File: config.mk
export PLATFORM = sky130hd
export DESIGN_NAME = pcp_config
export DESIGN_NICKNAME = d
export VERILOG_FILES = /design/src/core/pcp_pkg.sv /design/src/core/pcp_config.sv
export SDC_FILE = /design/constraint.sdc
export NUM_CORES = 1
export LEC_CHECK = 0
export ABC_CLOCK_PERIOD_IN_PS = 5500
export BUFFER_PORTS_ARGS = -buffer_cell sky130_fd_sc_hd__clkbuf_2
export CORE_UTILIZATION = 30
export CTS_CLUSTER_SIZE = 20
export DETAILED_ROUTE_END_ITERATION = 8
export GPL_ROUTABILITY_DRIVEN = 0
export PLACE_DENSITY = 0.45
export SYNTH_ARGS = -nofsm -noshare
export SYNTH_HDL_FRONTEND = slang
export SYNTH_SLANG_ARGS = --single-unit
File: constraint.sdc
create_clock -name clk -period 5.5 [get_ports clk]
set_input_delay 1.1 -clock clk [delete_from_list [all_inputs] [get_ports clk]]
set_output_delay 1.1 -clock clk [all_outputs]
set_load 0.02 [all_outputs]
File: src/core/pcp_pkg.sv
// Shared constants for the pump, calibration and detector configuration block
package pcp_pkg;
  localparam int unsigned ADDR_W = 8;
  localparam int unsigned DATA_W = 24;

  // Register offsets
  localparam logic [7:0] PUMP_GAIN_OFFSET_ADR = 8'h09;
  localparam logic [7:0] OSC_CAL_SETUP_ADR    = 8'h0a;
  localparam logic [7:0] DET_PUMP_CTRL_ADR    = 8'h0b;

  // Reset values
  localparam logic [23:0] PUMP_GAIN_OFFSET_RST = 24'h54_7264;
  localparam logic [23:0] OSC_CAL_SETUP_RST    = 24'h00_2046;
  localparam logic [23:0] DET_PUMP_CTRL_RST    = 24'h07_8061;

  // pump_gain_offset fields
  localparam int unsigned DN_GAIN_LSB  = 0;
  localparam int unsigned UP_GAIN_LSB  = 7;
  localparam int unsigned OFS_MAG_LSB  = 14;
  localparam int unsigned GAIN_W       = 7;
  localparam int unsigned OFS_UP_BIT   = 21;
  localparam int unsigned OFS_DN_BIT   = 22;
  localparam int unsigned HI_CUR_BIT   = 23;

  // oscillator_calibration_setup fields
  localparam int unsigned MEAS_LEN_LSB = 0;
  localparam int unsigned MEAS_LEN_W   = 3;
  localparam int unsigned CAL_OFF_BIT  = 11;
  localparam int unsigned CLK_SEL_LSB  = 13;
  localparam int unsigned CLK_SEL_W    = 2;
  localparam int unsigned RELOCK_BIT   = 17;

  // detector_pump_control fields
  localparam int unsigned POL_INV_BIT  = 4;
  localparam int unsigned UP_OE_BIT    = 5;
  localparam int unsigned DN_OE_BIT    = 6;
  localparam int unsigned FORCE_UP_BIT = 9;
  localparam int unsigned FORCE_DN_BIT = 10;
  localparam int unsigned FORCE_MID_BIT = 11;

  // Pump current scale, microamps
  localparam int unsigned CUR_W = 13;
  localparam logic [12:0] GAIN_STEP_UA = 13'h0014;
  localparam logic [12:0] OFS_STEP_UA  = 13'h0005;
  localparam logic [12:0] HI_CUR_UA    = 13'h0bb8;

  // Measurement length table, reference-divider cycles
  localparam int unsigned MEAS_CNT_W = 9;
  localparam logic [8:0] MEAS_LEN_TBL [8] = '{
    9'h001, 9'h002, 9'h004, 9'h008, 9'h020, 9'h040, 9'h080, 9'h100};

  // Calibration clock divider terminal counts for /1, /4, /16, /32
  localparam int unsigned DIV_W = 5;
  localparam logic [4:0] DIV_TC_TBL [4] = '{5'h00, 5'h03, 5'h0f, 5'h1f};

  typedef enum logic [1:0] {
    CAL_IDLE,
    CAL_WAIT,
    CAL_MEASURE,
    CAL_DONE
  } pcp_cal_state_e;
endpackage : pcp_pkg

File: src/core/pcp_config.sv
// Pump gain/offset, oscillator calibration sequencer and detector control bank
// Functional notes
// Down-pump gain: 7-bit code, 20 uA per code, 0 to 2.54 mA.
// Up-pump gain: 7-bit code, 20 uA per code, resets to 100.
// Pump offset magnitude: 5 uA per code, up to 635 uA, resets to 81.
// Upward offset enable applies the offset upward; clear gives none.
// Downward offset enable applies the offset downward; resets to 1.
// High-current mode adds 3 mA; only with external oscillator, active filter.
// Measurement lasts 1,2,4,8,32,64,128 or 256 reference-divider cycles by code.
// Software avoids code 1 while the reference divider is one.
// Software picks a code so a measurement exceeds four microseconds.
// Calibration runs when its disable bit is 0, skipped when 1.
// Sequencer clock is crystal reference divided by 1, 4, 16 or 32.
// Relock bit set: one relock try per lock failure; clear: none. Code tries on the first failure only, then not again until lock_ok.
// Phase-select bit inverts detector polarity; resets to 0.
// Detector up output driven only while its enable is set.
// Detector down output driven only while its enable is set.
// Force-up test holds pump up on unless also forced down.
// Force-down test holds pump down on unless also forced up.
// Mid-rail test forces mid rail only when neither force bit active.
// Software writes zero to the two reserved detector bits 8:7.
// Software writes other reserved fields back with their reset value.
//
// Strobed register access was left to the implementer.
`timescale 1ns/1ns
module pcp_config (
  // Clock and reset
  input  wire logic        clk,
  input  wire logic        reset,
  // Register port
  input  wire logic [7:0]  addr,
  input  wire logic [23:0] wdata,
  input  wire logic        write,
  input  wire logic        read,
  output logic      [23:0] rdata,
  // Reference and lock events
  input  wire logic        xtal_ref_tick,
  input  wire logic        ref_div_tick,
  input  wire logic        cal_request,
  input  wire logic        lock_fail,
  input  wire logic        lock_ok,
  // Raw phase detector
  input  wire logic        detector_up_raw,
  input  wire logic        detector_dn_raw,
  // Pump controls
  output logic [6:0]       down_pump_gain,
  output logic [6:0]       up_pump_gain,
  output logic [12:0]      up_current_ua,
  output logic [12:0]      down_current_ua,
  output logic             high_current_pump_mode,
  output logic             pump_up,
  output logic             pump_dn,
  output logic             pump_mid,
  // Calibration status
  output logic             cal_clk_en,
  output logic             cal_busy,
  output logic             cal_measuring,
  output logic             cal_done,
  output logic             cal_skipped,
  output logic             relock_try
);

  logic [23:0] pump_gain_offset_q;
  logic [23:0] osc_cal_setup_q;
  logic [23:0] det_pump_ctrl_q;
  logic [23:0] rdata_q;

  // Scaled current from a 7-bit code
  function automatic logic [12:0] scale_ua(input logic [6:0] code,
                                           input logic [12:0] step);
    logic [12:0] wide;
    wide = {6'h00, code} * step;
    return wide;
  endfunction : scale_ua

  // Register writes
  always_ff @(posedge clk or posedge reset) begin
    if (reset) begin
      pump_gain_offset_q <= pcp_pkg::PUMP_GAIN_OFFSET_RST;
      osc_cal_setup_q    <= pcp_pkg::OSC_CAL_SETUP_RST;
      det_pump_ctrl_q    <= pcp_pkg::DET_PUMP_CTRL_RST;
    end else if (write) begin
      // Reserved bits are stored as written; software keeps them sane
      case (addr)
        pcp_pkg::PUMP_GAIN_OFFSET_ADR: pump_gain_offset_q <= wdata;
        pcp_pkg::OSC_CAL_SETUP_ADR:    osc_cal_setup_q    <= wdata;
        pcp_pkg::DET_PUMP_CTRL_ADR:    det_pump_ctrl_q    <= wdata;
        default: ;
      endcase
    end
  end

  // Read data one cycle after the strobe, zero otherwise
  always_ff @(posedge clk or posedge reset) begin
    if (reset) begin
      rdata_q <= 24'h00_0000;
    end else if (read) begin
      case (addr)
        pcp_pkg::PUMP_GAIN_OFFSET_ADR: rdata_q <= pump_gain_offset_q;
        pcp_pkg::OSC_CAL_SETUP_ADR:    rdata_q <= osc_cal_setup_q;
        pcp_pkg::DET_PUMP_CTRL_ADR:    rdata_q <= det_pump_ctrl_q;
        default:                       rdata_q <= 24'h00_0000;
      endcase
    end else begin
      rdata_q <= 24'h00_0000;
    end
  end
  assign rdata = rdata_q;

  // Field views
  logic [6:0] dn_gain, up_gain, ofs_mag;
  logic       ofs_up_en, ofs_dn_en, hi_cur;
  logic [2:0] meas_code;
  logic [1:0] calibration_clock_divider_select;
  logic       calibration_off, relock_en;
  logic       detector_polarity_invert, detector_up_output_enable, detector_down_output_enable;
  logic       pump_force_up_test, pump_force_down_test, pump_force_midpoint_test;

  assign dn_gain   = pump_gain_offset_q[pcp_pkg::DN_GAIN_LSB +: pcp_pkg::GAIN_W];
  assign up_gain   = pump_gain_offset_q[pcp_pkg::UP_GAIN_LSB +: pcp_pkg::GAIN_W];
  assign ofs_mag   = pump_gain_offset_q[pcp_pkg::OFS_MAG_LSB +: pcp_pkg::GAIN_W];
  assign ofs_up_en = pump_gain_offset_q[pcp_pkg::OFS_UP_BIT];
  assign ofs_dn_en = pump_gain_offset_q[pcp_pkg::OFS_DN_BIT];
  assign hi_cur    = pump_gain_offset_q[pcp_pkg::HI_CUR_BIT];
  assign meas_code = osc_cal_setup_q[pcp_pkg::MEAS_LEN_LSB +: pcp_pkg::MEAS_LEN_W];
  assign calibration_off = osc_cal_setup_q[pcp_pkg::CAL_OFF_BIT];
  assign calibration_clock_divider_select =
    osc_cal_setup_q[pcp_pkg::CLK_SEL_LSB +: pcp_pkg::CLK_SEL_W];
  assign relock_en = osc_cal_setup_q[pcp_pkg::RELOCK_BIT];
  assign detector_polarity_invert    = det_pump_ctrl_q[pcp_pkg::POL_INV_BIT];
  assign detector_up_output_enable   = det_pump_ctrl_q[pcp_pkg::UP_OE_BIT];
  assign detector_down_output_enable = det_pump_ctrl_q[pcp_pkg::DN_OE_BIT];
  assign pump_force_up_test          = det_pump_ctrl_q[pcp_pkg::FORCE_UP_BIT];
  assign pump_force_down_test        = det_pump_ctrl_q[pcp_pkg::FORCE_DN_BIT];
  assign pump_force_midpoint_test    = det_pump_ctrl_q[pcp_pkg::FORCE_MID_BIT];

  // Pump gain and current outputs
  logic [12:0] up_cur_d, dn_cur_d;

  always_comb begin
    up_cur_d = scale_ua(up_gain, pcp_pkg::GAIN_STEP_UA);
    dn_cur_d = scale_ua(dn_gain, pcp_pkg::GAIN_STEP_UA);
    if (ofs_up_en) begin
      up_cur_d = up_cur_d + scale_ua(ofs_mag, pcp_pkg::OFS_STEP_UA);
    end
    if (ofs_dn_en) begin
      dn_cur_d = dn_cur_d + scale_ua(ofs_mag, pcp_pkg::OFS_STEP_UA);
    end
    if (hi_cur) begin
      up_cur_d = up_cur_d + pcp_pkg::HI_CUR_UA;
      dn_cur_d = dn_cur_d + pcp_pkg::HI_CUR_UA;
    end
  end

  always_ff @(posedge clk or posedge reset) begin
    if (reset) begin
      down_pump_gain         <= pcp_pkg::PUMP_GAIN_OFFSET_RST[6:0];
      up_pump_gain           <= pcp_pkg::PUMP_GAIN_OFFSET_RST[13:7];
      up_current_ua          <= 13'h0000;
      down_current_ua        <= 13'h0000;
      high_current_pump_mode <= 1'b0;
    end else begin
      down_pump_gain         <= dn_gain;
      up_pump_gain           <= up_gain;
      up_current_ua          <= up_cur_d;
      down_current_ua        <= dn_cur_d;
      high_current_pump_mode <= hi_cur;
    end
  end

  // Detector path: polarity, enables, then test forcing
  logic up_sel, dn_sel;
  logic force_up_only, force_dn_only, force_mid;

  assign up_sel = detector_polarity_invert ? detector_dn_raw : detector_up_raw;
  assign dn_sel = detector_polarity_invert ? detector_up_raw : detector_dn_raw;
  assign force_up_only = pump_force_up_test & ~pump_force_down_test;
  assign force_dn_only = pump_force_down_test & ~pump_force_up_test;
  assign force_mid = pump_force_midpoint_test & ~pump_force_up_test
                     & ~pump_force_down_test;

  always_ff @(posedge clk or posedge reset) begin
    if (reset) begin
      pump_up  <= 1'b0;
      pump_dn  <= 1'b0;
      pump_mid <= 1'b0;
    end else begin
      pump_up  <= force_up_only
                  | (~force_dn_only & ~force_mid
                     & detector_up_output_enable & up_sel);
      pump_dn  <= force_dn_only
                  | (~force_up_only & ~force_mid
                     & detector_down_output_enable & dn_sel);
      pump_mid <= force_mid;
    end
  end

  // Sequencer clock enable from the crystal reference
  logic [4:0] div_cnt_q;
  logic [4:0] div_tc;
  logic       fsm_tick_q;

  assign div_tc = pcp_pkg::DIV_TC_TBL[calibration_clock_divider_select];

  always_ff @(posedge clk or posedge reset) begin
    if (reset) begin
      div_cnt_q  <= 5'h00;
      fsm_tick_q <= 1'b0;
    end else if (xtal_ref_tick) begin
      // A select change mid-count lengthens or shortens only one period
      if (div_cnt_q >= div_tc) begin
        div_cnt_q  <= 5'h00;
        fsm_tick_q <= 1'b1;
      end else begin
        div_cnt_q  <= div_cnt_q + 5'h01;
        fsm_tick_q <= 1'b0;
      end
    end else begin
      fsm_tick_q <= 1'b0;
    end
  end
  assign cal_clk_en = fsm_tick_q;

  // Calibration sequencer
  pcp_pkg::pcp_cal_state_e st_q;
  logic [8:0] meas_cnt_q;
  logic [8:0] meas_target;
  logic       start_pend_q, rdiv_pend_q, relock_used_q;
  logic       take_start, take_rdiv, relock_go;

  assign meas_target = pcp_pkg::MEAS_LEN_TBL[meas_code];
  assign take_start = fsm_tick_q & (st_q == pcp_pkg::CAL_IDLE) & start_pend_q;
  assign take_rdiv = fsm_tick_q & rdiv_pend_q
                     & ((st_q == pcp_pkg::CAL_WAIT) | (st_q == pcp_pkg::CAL_MEASURE));
  assign relock_go = lock_fail & relock_en & ~relock_used_q;

  // Pending flags: a new event beats a same-cycle consume
  always_ff @(posedge clk or posedge reset) begin
    if (reset) begin
      start_pend_q <= 1'b0;
      rdiv_pend_q  <= 1'b0;
    end else begin
      start_pend_q <= cal_request | relock_go | (start_pend_q & ~take_start);
      rdiv_pend_q  <= ref_div_tick | (rdiv_pend_q & ~take_rdiv);
    end
  end

  // One relock per loss; rearmed once lock is seen again
  always_ff @(posedge clk or posedge reset) begin
    if (reset) begin
      relock_used_q <= 1'b0;
      relock_try    <= 1'b0;
    end else begin
      relock_try <= relock_go;
      if (relock_go) begin
        relock_used_q <= 1'b1;
      end else if (lock_ok) begin
        relock_used_q <= 1'b0;
      end
    end
  end

  always_ff @(posedge clk or posedge reset) begin
    if (reset) begin
      st_q        <= pcp_pkg::CAL_IDLE;
      meas_cnt_q  <= 9'h000;
      cal_done    <= 1'b0;
      cal_skipped <= 1'b0;
    end else begin
      cal_done    <= 1'b0;
      cal_skipped <= 1'b0;
      if (fsm_tick_q) begin
        case (st_q)
          pcp_pkg::CAL_IDLE: begin
            if (take_start) begin
              if (calibration_off) begin
                cal_skipped <= 1'b1;
              end else begin
                st_q <= pcp_pkg::CAL_WAIT;
              end
            end
          end
          // First divider edge only aligns the window
          pcp_pkg::CAL_WAIT: begin
            if (take_rdiv) begin
              st_q       <= pcp_pkg::CAL_MEASURE;
              meas_cnt_q <= 9'h000;
            end
          end
          pcp_pkg::CAL_MEASURE: begin
            if (take_rdiv) begin
              if (meas_cnt_q + 9'h001 >= meas_target) begin
                st_q <= pcp_pkg::CAL_DONE;
              end
              meas_cnt_q <= meas_cnt_q + 9'h001;
            end
          end
          pcp_pkg::CAL_DONE: begin
            st_q     <= pcp_pkg::CAL_IDLE;
            cal_done <= 1'b1;
          end
          default: st_q <= pcp_pkg::CAL_IDLE;
        endcase
      end
    end
  end

  always_ff @(posedge clk or posedge reset) begin
    if (reset) begin
      cal_busy      <= 1'b0;
      cal_measuring <= 1'b0;
    end else begin
      cal_busy      <= (st_q != pcp_pkg::CAL_IDLE);
      cal_measuring <= (st_q == pcp_pkg::CAL_MEASURE);
    end
  end
endmodule : pcp_config

# After elaboration in Yosys (flattened, before gate mapping)
# Memory sizes are Yosys's and may differ from the RTL's.
# Cells that the tools add are included.
# word_totals
regBits	165
mem_bits_ro	72
in_bits	43
out_inout_bits	74
elab_cells	125
n_memories	1
# classes
addsub	6
mul	3
order_cmp	4
eq_ne	11
n_mux	33
bitwise_logic	34
n_reduce_logical	9
# memory_table
name	depth	width	read_ports	rd_clocked_by_memory_dff	wr	line	rtl
(no name shown)	8	9	1	0	0	pcp_config.sv:231	assign meas_target = pcp_pkg::MEAS_LEN_TBL[meas_code];
# op_table
operator	n
case mux 24 bit (3 select lines)	1
2-to-1 mux 13 bit	4
2-to-1 mux 9 bit	4
multiplier 7 x 3 -> 10 bit (second input constant)	3
adder 12 x 10 -> 13 bit	2
adder 13 x 12 -> 13 bit (second input constant)	2
equality test 8 x 4 -> 1 bit (second input constant)	3
2-to-1 mux 24 bit	1
bitwise AND 1 bit	18
case mux 9 bit (2 select lines)	1
2-to-1 mux 5 bit	3
2-to-1 mux 1 bit	12
binary-select mux 5 bit (select 2 bit)	1
2-to-1 mux 2 bit	5
inequality test 2 bit (second input constant)	5
adder 9 x 1 -> 9 bit (second input constant)	1
greater-or-equal comparator 9 bit	1
NOT 1 bit	8
case mux 2 bit (4 select lines)	1
bitwise OR 1 bit	6
AND reduction 2 bit	3
AND reduction 6 bit	1
nonzero test 2 bit	3
adder 5 x 1 -> 5 bit (second input constant)	1
9 further kinds	10

# Depth between registers and ports, before layout
# Gate-level depths: netlist of the first run.
# logic_depth
depth_word	8
mapped_depth	16
ltp_nobuf	16

# Worst setup path before layout of the first run
# Ideal clock, no wire load.
# synth_path
path_type	register to register
startpoint	register pump_gain_offset_q[18]
endpoint	register down_current_ua[11]
setup_time_ns	0.126
arrival_time_ns	3.494
required_time_ns	5.374
slack_ns	1.880
path_stages_with_launch	15
path_buffers	0
synth_period_minus_slack_ns	3.620
path_cell_list	dfstp_2 > ha_1 > ha_1 > a21o_1 > a21oi_1 > o21bai_1 > a21oi_1 > xnor2_1 > ha_1 > mux2_2 > mux2_4 > a311oi_4 > nor3b_2 > a32oi_1 > xnor2_1
# synth_via
elab_chain_cells	5
# synth_lines
element	line	rtl
start, declared	pcp_config.sv:63	logic [23:0] pump_gain_offset_q;
start signal, assigned	pcp_config.sv:79	pump_gain_offset_q <= pcp_pkg::PUMP_GAIN_OFFSET_RST;
start signal, assigned	pcp_config.sv:85	pcp_pkg::PUMP_GAIN_OFFSET_ADR: pump_gain_offset_q <= wdata;
multiplier 7 x 3 -> 10 bit *	pcp_config.sv:72	wide = {6'h00, code} * step;
adder 12 x 10 -> 13 bit *	pcp_config.sv:147	dn_cur_d = dn_cur_d + scale_ua(ofs_mag, pcp_pkg::OFS_STEP_UA);
2-to-1 mux 13 bit *	pcp_config.sv:146	if (ofs_dn_en) begin
adder 13 x 12 -> 13 bit	pcp_config.sv:151	dn_cur_d = dn_cur_d + pcp_pkg::HI_CUR_UA;
2-to-1 mux 13 bit *	pcp_config.sv:149	if (hi_cur) begin
via dn_cur_d[11]	pcp_config.sv:138	logic [12:0] up_cur_d, dn_cur_d;
end signal, assigned	pcp_config.sv:166	down_current_ua <= dn_cur_d;
end, declared	pcp_config.sv:49	output logic [12:0] down_current_ua,
# Mark *: on every way through the listed nets, which the timed path passes. The rest lies on a longest branch.
# A chain may end at the register's enable or synchronous reset.

# Worst setup path after layout of the first run
# Ends and elaborated chain as after synthesis.

==> impl_results.md, run 1 <==
- Status: finished clean
- Initial antenna violation count: 2
- Crit path DAT: 4.24 ns
- Min Tclk post-route: between 3 and 4 ns
- Finished Layout Cells: about 1300
- Setup Buffers After CTS: 0
- Max H-tree Level: 4
- Synth Flop Type: dfrtp_1
- Skew final: 0.0165 ns
- Net Sw Frac: 29.9%
- Clk Latency, worst-skew pair: between 0.4 and 0.5 ns
- Power Dens Cells: 295 nW/um^2
- Slew HR: 35.8%
- Initial Utilization: 30.7%
- Synth unique cells: 67
- Hold crit path type: reg2reg
- Max Fclk: between 0.2 and 0.3 GHz
- Placed insts: 1218
- Clock-pin transition on the worst setup and hold timing paths: 0.07 ns
- Startpoint type of the worst setup path: register
- CTS Sinks: 165
- Final slew viol count: 0
- Core Footprint: 28900 um^2
- Hold Vio Cnt, Final: 0
- Post-synth EDFFs: 0
- Fin nets: around 970
- CTS tree: done
- Psw: a little over 0.0009 W
- Routed WL: 21.4 mm
- Setup tns final: 0 ns
- Worst-margin pin slew: 0.963 ns
- Data required time of the critical path: 5.81 ns
- Via count: 5923
- Grt ovf: 0
- Sequential share of power: ~45%
- First-pass GRT wire length: 34.8 mm
- Layout area overhead: 17.0%
- Endpoint class of the critical path: register
- Hold buffers post-CTS: 0
- DRT Pass-1 Iters: 5
- IO Pins: 117
- Row count: 62
- GRT Util Overall: 14.9%
- Pint: 0.00215 W
- Util after Layout: 35.9%
- Tot Pwr: 0.00307 W
- Wire per inst: 17.1 um
- Clock share of power: 37.4%
- Die area: 30300 um^2
- Final setup violation count: 0
- Share of cells above drive strength 1: 31.8%
- Clk root buf: clkbuf_16
- Die Y: 174 um
- Post-DR vias/cell: 4.73
- RSZ-0062 raised after global routing: false
- DRT iter0 DRCs: 348
- Mean Syn Cell Area: 12.0 um^2
- Max-cap violations: 0
- Post-route ant nets: 0
- Port Buffer Count: 116
- Largest net degree at the start of global routing: 166
- Clk buf depth: 2
- Synth Instances: 739
- Synthesis-stage register bit count: 165
- Max IR drop VDD: 0.000181 V
- Post-CTS Resized: 0
- CP max FO: 6
- Asr flop ratio synth: 100%
- Syn nets: 854
- Final worst path period share: between 70% and 80%
- Netlist Area Pre-Place: 8880 um^2
- Synth Warn #: 0
- Leak: 5.24 nW
- Drt drc: 0
- Critical path type: reg2reg
- Width of the die: 174 um
- Seq/Total Area, Yosys: roughly 47%
- CTS Buf Count: 17
- Combinational power share: roughly 18%
- Post-DP HPWL: 15.1 mm
- Vias in the first global route: 6020
[critical path, cell delays in order, from the launching register on]
cell and delay (ns):
dfstp_2 0.57, ha_1 0.27, ha_1 0.31, a21o_1 0.16, a21oi_1 0.22, o21bai_1 0.09
a21oi_1 0.17, xnor2_1 0.15, ha_1 0.45, mux2_2 0.36, mux2_4 0.27, a311oi_4 0.24
nor3b_2 0.27, a32oi_1 0.15, xnor2_1 0.14
[cell type report]
| cell class | count | area [um^2] |
|---|---|---|
| fill | 2890 | 18600 |
| multi-input combinational | 524 | 4460 |
| sequential | 165 | 4160 |
| timing repair buffer | 121 | 631 |
| tap | 384 | 480 |
| clock buffer | 20 | 447 |
| clock inverter | 12 | 108 |
| inverter | 24 | 93.8 |
| antenna | 1 | 2.50 |
[final timing paths]
kind / startpoint / endpoint / depth (start not counted) / slack [ns]
max: pump_gain_offset_q[18]$_DFFE_PP1P_ / down_current_ua[11]$_DFF_PP0_ / 14 / 1.57
min: pump_gain_offset_q[5]$_DFFE_PP1P_ / down_pump_gain[5]$_DFF_PP1_ / 0 / 0.41
max reg2reg: pump_gain_offset_q[18]$_DFFE_PP1P_ / down_current_ua[11]$_DFF_PP0_ / 14 / 1.57
min reg2reg: pump_gain_offset_q[5]$_DFFE_PP1P_ / down_pump_gain[5]$_DFF_PP1_ / 0 / 0.41
max in group asynchronous: reset / down_current_ua[0]$_DFF_PP0_ / 3 / 3.86
min in group asynchronous: reset / down_pump_gain[1]$_DFF_PP0_ / 3 / 0.89
[layer usage]
| metal | share of wire (%) | GRT usage [%] | vias to the layer above |
|---|---|---|---|
| met3 | 4.0 | 3.63 | 11 |
| li1 | - | - | 2900 |
| met1 | 49 | 20.5 | 2897 |
| met2 | 46 | 23.2 | 113 |
| met5 | 0.056 | 0 | - |
| met4 | 0.79 | 3.84 | 2 |
[cell usage after synthesis (8+ instances only)]
library cell  count  share of area [%]
a21o_1           16                1.4
nand2_1          46                1.9
nand3_1          10               0.56
nor3_1            8               0.45
o21ai_0          32                1.8
inv_1            23               0.97
a21oi_1          21                1.2
nand2b_1          9               0.63
dfstp_2          27                8.0
a222oi_1         24                2.7
nor2b_1          12               0.85
clkbuf_1         11               0.47
dfrtp_1         138                 39
and2_1            8               0.56
xor2_1           18                1.8
ha_1             67                9.4
mux2_4           61                 10
mux2_2           18                2.3
nor2_1           54                2.3
xnor2_1          24                2.4
[placed cells by master (no fill, tap or decap), drive strengths merged, types with 6 or more instances in the layout]
cell    count
o21a        6
o21ai      32
a21oi      22
dfstp      27
mux2i       6
ha         67
a31oi       6
nand2b      9
and2        8
a21o       16
nor3       10
o31ai       6
mux2       79
dfrtp     138
a222oi     24
clkbuf    136
inv        30
nor2b      12
xor2       18
xnor2      24
nand3      10
nor2       55
and3        7
nand2      49
[per-stage QoR]
stage / hold WS, ns / setup WS, ns / cell area (um^2)
global placement: 0.403 / 1.56 / 9820
CTS: 0.412 / 1.55 / 10400
finish: 0.412 / 1.57 / 10400
floorplan: 0.352 / 1.88 / 8880
global route: 0.424 / 1.29 / 10400
detailed placement: 0.404 / 1.57 / 9820
[logic make-up (layout without fill, tap and decap cells)]
| logic type | count (synthesis) | in the layout | synth area share (%) |
|---|---|---|---|
| XOR/XNOR | 42 | 42 | 4.14 |
| buffers and inverters | 50 | 177 | 2.89 |
| flip-flops | 165 | 165 | 46.9 |
| AND/OR/NAND/NOR | 184 | 184 | 10.6 |
| AO/OA/AOI/OAI | 141 | 141 | 11.6 |
| multiplexers | 85 | 85 | 13.3 |
| adder cells (fa/ha/maj) | 72 | 72 | 10.6 |
| other | 0 | 1 | 0 |
[power by group through the flow]
stage	logic [W]	registers [W]	clock network [W]
3_3_place_gp	0.000550	0.00140	0
6_report	0.000542	0.00138	0.00115
5_1_grt	0.000619	0.00139	0.00124
3_5_place_dp	0.000549	0.00140	0
4_1_cts	0.000554	0.00138	0.00118
2_1_floorplan	0.000358	0.00142	0
[registers in the layout, indices dropped and copies added (netlist names), 7 cells and up]
| signal | cells |
|---|---|
| det_pump_ctrl_q | 24 |
| down_current_ua | 13 |
| down_pump_gain | 7 |
| meas_cnt_q | 9 |
| osc_cal_setup_q | 24 |
| pump_gain_offset_q | 24 |
| rdata | 24 |
| up_current_ua | 13 |
| up_pump_gain | 7 |
No activity file was read; power rests on OpenSTA's default activity.
==> run 2: changes to the inputs <==
Settings changed: ABC_AREA set to 1, ABC_CLOCK_PERIOD_IN_PS 5500 to 4100, PLACE_DENSITY 0.45 to 0.43.
Clock period 5.5 ns to 4.1 ns, I/O delays scaled along.
==> run 2 against run 1 <==
Against the previous run:
- cell area up 0.64%
- critical endpoint is now up_current_ua[10]$_DFF_PP0_
- largest cell class is now sequential cells
- critical path type unchanged
- sequential share of layout area down 0.25 points
- synthesized area decreased by 0.35%
- highest routed layer unchanged
==> impl_results.md, run 2 <==
- Min Tclk post-route: 3.49 ns
- Port Buffer Count: 116
- Syn nets: between 1000 and 1500
- Layout area overhead: 18.1%
- CP max FO: 5
- Antenna Diode Count: 0
- Initial antenna violation count: 2
- Most common cell after layout, fill and taps aside: nand2_1
- Max H-tree Level: 4
- Synth unique cells: 40
- Clock share of power: 38.5%
- Post-DR vias/cell: 4.49
- Setup tns final: 0 ns
- Largest net degree at the start of global routing: 166
- Width of the die: 174 um
- Util after Layout: 36.2%
- Synth top area share: 39.0%
- Max IR drop VDD: roughly 0.00024 V
- Netlist Area Pre-Place: 8840 um^2
- Final slew viol count: 0
- Grt ovf: 0
- Post-synth EDFFs: 0
- Status: finished clean
- Final setup violation count: 0
- Die area: 30200 um^2
- Data required time of the critical path: 4.41 ns
- Endpoint class of the critical path: register
- Worst hold stages: 0
- Clock-pin transition on the worst setup and hold timing paths: about 0.060 ns
- DRT iter0 DRCs: 346
- Startpoint type of the worst setup path: register
- Vias in the first global route: 7083
- RR Startpoint: pump_gain_offset_q[15]$_DFFE_PP0P_
- Most frequent cells in the layout: nand2_1, dfrtp_1, inv_1
- DRT Pass-1 Iters: 6
- Final instance area: 10400 um^2
- Skew final: 0.0149 ns
- Die Y: 174 um
- Fin nets: 1301
- Clk Latency, worst-skew pair: between 0.4 and 0.5 ns
- Final worst path period share: 85.1%
- CTS tree: done
- Sequential share of power: 44.1%
- Net Sw Frac: around 30%
- Synthesis-stage register bit count: 165
- Top-count cell post-synth: nand2_1
- Initial Utilization: a little under a third
- Tot Pwr: approximately 0.0042 W
- Asr flop ratio synth: 100%
- Row count: 62
- Pint: a little under 0.003 W
- Synth Instances: 1070
- Max-cap violations: 0
- Routed WL: 22.7 mm
- Crit path DAT: 3.80 ns
- First-pass GRT wire length: 37.1 mm
- Power Dens Cells: roughly 400 nW/um^2
- Area post-placement: a little under 10000 um^2
- Worst-margin pin slew: 0.998 ns
- Share of cells above drive strength 1: roughly 16%
- Post-DP HPWL: approximately 17 mm
- Synth Flop Type: dfrtp_1
- Fill count: 3105
- CP Launch Point: pump_gain_offset_q[15]$_DFFE_PP0P_
- Setup Buffers After CTS: 0
- CTS Buf Count: 17
- Core Footprint: 28900 um^2
- Hold Vio Cnt, Final: 0
- Combinational power share: 17.4%
- Clk buf depth: 2
- Via count: 7113
- IO Pins: between 100 and 150
- Hold_ws: 0.400 ns
- Synth top cells by count: nand2_1, dfrtp_1, inv_1, o21ai_1, nand3_1
- GRT Util Overall: between 10% and 20%
- Seq/Total Area, Yosys: 47.1%
- Drt drc: 0
- Post-route ant nets: 0
- Critical path type: reg2reg
- Hold crit path type: reg2reg
- Clk root buf: clkbuf_16
- Worst hold start: pump_gain_offset_q[5]$_DFFE_PP1P_
- Max Fclk: 0.287 GHz
- RSZ-0062 raised after global routing: false
- Mean Syn Cell Area: around 8.3 um^2
- Wire per inst: 14.3 um
- Leak: 5.76 nW
- Hold buffers post-CTS: 0
- Area leader, netlist: dfrtp_1
- Reg2Reg Depth: 17
- CTS Sinks: 165
- Area contributors post-synth: dfrtp_1, nand2_1, ha_1
- Slew HR: 33.3%
- Post-CTS Resized: 0
- Psw: 0.00124 W
- Synth Warn #: 0
-- run 2: changes by cell type after synthesis, moves of 14 or more --
cell / previous run / this run
nand2_1: 46 / 336
inv_1: 23 / 138
o21ai_1: 0 / 75
nand3_1: 10 / 73
mux2_4: 61 / 0
a222oi_1: 24 / 0
nand4_1: 1 / 21
xnor2_1: 24 / 4
nor2_1: 54 / 35
mux2_2: 18 / 0
a21o_1: 16 / 2
-- run 2: per-stage QoR --
step | setup slack, ns | cells
final | 0.612 | 1583
after global routing | 0.253 | 1583
after CTS | 0.594 | 1583
after detailed placement | 0.610 | 1551
after global placement | 0.638 | 1551
after floorplan | 1.02 | 1070
-- run 2: cell families (layout without fill, tap and decap cells) --
family	Yosys count	count (layout)	share of synthesized area (%)
compound gates	144	144	8.76
xor+xnor	24	24	2.38
fa+ha+maj	72	72	10.6
buf+inv	176	305	7.85
flops	165	165	47.1
mux	2	2	0.226
simple gates	487	487	23.1
-- run 2: path summary, 6_finish.rpt --
path	to	slack, ns
hold reg to reg	down_pump_gain[5]$_DFF_PP1_	0.40
hold / removal	down_pump_gain[5]$_DFF_PP1_	0.40
max in group asynchronous	pump_gain_offset_q[15]$_DFFE_PP0P_	2.77
min in group asynchronous	down_pump_gain[3]$_DFF_PP0_	0.63
setup / recovery	up_current_ua[10]$_DFF_PP0_	0.61
setup reg to reg	up_current_ua[10]$_DFF_PP0_	0.61
-- run 2: critical path, cell delays in order, from the launching register on --
cell,delay [ns]
dfrtp_1,0.45
ha_1,0.32
ha_1,0.23
fa_1,0.41
nand3_1,0.09
nand3_1,0.11
xnor2_1,0.17
inv_1,0.11
ha_1,0.37
a21oi_1,0.27
nand4_1,0.12
nand3_1,0.09
nand2_1,0.10
nor2_2,0.15
nand3_1,0.10
nand2_1,0.09
xor2_1,0.15
inv_1,0.05
-- run 2: layout make-up --
| cell class | instances | area (um^2) | share of cell area [%] |
|---|---|---|---|
| tap | 384 | 480 | 4.60 |
| clock buffer | 24 | 502 | 4.80 |
| clock inverter | 8 | 88.8 | 0.850 |
| inverter | 147 | 558 | 5.34 |
| sequential | 165 | 4160 | 39.8 |
| multi-input combinational | 729 | 3990 | 38.2 |
| timing repair buffer | 126 | 668 | 6.40 |
-- run 2: power groups by stage --
stage               logic [W]  registers [W]  clock network, W
global placement     0.000733        0.00187                 0
detailed placement   0.000733        0.00187                 0
global route         0.000834        0.00186           0.00172
floorplan            0.000467        0.00190                 0
finish               0.000727        0.00184           0.00161
CTS                  0.000741        0.00184           0.00166
-- run 2: routing by layer --
layer  part of all wire, %  track usage (%)  up-vias
li1                      -                -     3678
met2                    46             25.9      116
met5                 0.053                0        -
met3                   3.7             3.22       17
met1                    49             20.9     3300
met4                  0.93             3.73        2
==> run 3: changes to the inputs <==
Settings changed: CORE_ASPECT_RATIO set to 2.
==> run 3 against run 2 <==
Against the previous run:
- count of clock-buffer cells in the layout unchanged
- cell area down 0.78%
- global-route usage up 1.9 points
- non-clock buffer count unchanged
- clock power down 7%
- via count up 1.5%
- first-iteration DRC count down 19%
- sequential share of layout area up 0.31 points
- largest cell class unchanged
==> impl_results.md, run 3 (synthesis gave the netlist of run 2 again) <==
- Status: finished clean
- Die Y: 245 um
- Share of cells above drive strength 1: between 15 and 20%
- Worst hold stages: 0
- Row count: 88
- Worst path top cell family by delay: simple AND/OR/NAND/NOR gates
- CP max FO: 5
- Worst-margin pin slew: 0.846 ns
- CP Launch Point: pump_gain_offset_q[17]$_DFFE_PP0P_
- RSZ-0062 raised after global routing: false
- CTS Buf Count: 17
- Antenna Diode Count: 0
- Worst hold path endpoint: down_pump_gain[2]$_DFF_PP1_
- Vias in the first global route: 7228
- Final setup violation count: 0
- First-pass GRT wire length: 38.9 mm
- Data required time of the critical path: 4.44 ns
- CTS tree: done
- Routed WL: 24.8 mm
- Leak: 5.73 nW
- Critical path type: reg2reg
- Setup slack, reg-to-reg: ~0.47 ns
- Worst r2r dst: down_current_ua[12]$_DFF_PP0_
- Hold buffers post-CTS: 0
- RR Startpoint: pump_gain_offset_q[17]$_DFFE_PP0P_
- Final worst path period share: approximately nine tenths
- Clock-pin transition on the worst setup and hold timing paths: 0.06 ns
- Worst-path cell chain: ha_1 > ha_1 > a21oi_1 > nand2_1 > nand2_1 > nand2_1 > a21oi_1 > xor2_1 > ha_1 > a21o_1 > nor2_1 > nand2_1 > nand2_1 > nand2_1 > nand2_1 > nand2_1 > nand3_1 > nand3_1 > nand3b_1 > nand2_1
- Power Dens Cells: ~390 nW/um^2
- Via count: approximately 7200
- Grt ovf: 0
- Clk root buf: clkbuf_16
- Width of the die: ~120 um
- Final slew viol count: 0
- Max-cap violations: 0
- Initial Utilization: a little under a third
- DRT Pass-1 Iters: 5
- Layout area overhead: 17.2%
- Drt drc: 0
- Port Buffer Count: 116
- Clk buf depth: 2
- Crit-path slowest cell: xor2_1
- Min Tclk post-route: 3.63 ns
- DRT iter0 DRCs: 281
- IO Pins: 117
- Largest net degree at the start of global routing: 84
- Worst hold start: pump_gain_offset_q[2]$_DFFE_PP1P_
- Max IR drop VDD: 0.000292 V
- Wire per inst: 15.9 um
- Setup Buffers After CTS: 0
- Reg2Reg Depth: 20
- Area post-placement: 9840 um^2
- Initial antenna violation count: 0
- GRT Util Overall: 17.6%
- Post-DP HPWL: about 19 mm
- Fin nets: 1301
- Die area: 30200 um^2
- Crit path DAT: 3.97 ns
- Most common cell after layout, fill and taps aside: nand2_1
- Endpoint class of the critical path: register
- Core Footprint: slightly below 30000 um^2
- Post-CTS Resized: 0
- Setup tns final: 0 ns
- Max H-tree Level: 4
- CTS Sinks: 165
- Hold Vio Cnt, Final: 0
- Slew HR: a little over two fifths
- Startpoint type of the worst setup path: register
- Hold crit path type: reg2reg
- Final instance area: 10400 um^2
- Most frequent CP cell: nand2_1
- Skew final: 0.0118 ns
- Max Fclk: ~0.28 GHz
- Buf/Inv on CP: 0
- Most frequent cells in the layout: nand2_1, dfrtp_1, inv_1
- Post-DR vias/cell: 4.63
- Post-route ant nets: 0
- CP peak stage delay: 0.47 ns
- Tot Pwr: 0.00407 W
- Clk Latency, worst-skew pair: roughly 0.45 ns
run 3: final cells by class:
cell class	instances	area [um^2]
multi-input cells	729	3990
clock inverters	8	55.1
flip-flops and latches	165	4160
well taps	360	450
clock buffers	24	472
fillers	3087	18600
repair buffers	126	681
inverters	147	558
run 3: metrics by stage:
step,std cells,hold WS [ns],setup WS (ns),util (%)
floorplan,1070,0.378,1.02,-
detailed placement,1527,0.409,0.475,34.0
CTS,1559,0.419,0.445,35.8
finish,1559,0.421,0.473,35.8
global placement,1527,0.414,0.483,34.0
global route,1559,0.427,0.135,35.8
run 3: routing by layer:
metal | part of all wire [%] | routed length [um] | global-route usage, %
met2 | 55 | 13600 | 32.4
met1 | 38 | 9550 | 18.7
met4 | 3.5 | 869 | 7.97
met3 | 3.3 | 812 | 3.44
met5 | 0 | 0 | 0
run 3: report_power, final:
group / internal (W) / switching [W] / total, W
logic: 0.000265 / 0.000468 / 0.000733
clock network: 0.000804 / 0.000684 / 0.00149
registers: 0.00175 / 0.0000931 / 0.00185
total: 0.00282 / 0.00124 / 0.00407
run 3: worst max path at each step:
stage	endpoint	slack [ns]	depth (start not counted)
global placement	up_current_ua[12]$_DFF_PP0_	0.48	20
finish	down_current_ua[12]$_DFF_PP0_	0.47	20
global route	up_current_ua[10]$_DFF_PP0_	0.14	21
detailed placement	up_current_ua[12]$_DFF_PP0_	0.47	20
floorplan	up_current_ua[10]$_DFF_PP0_	1.02	17
CTS	up_current_ua[12]$_DFF_PP0_	0.44	20
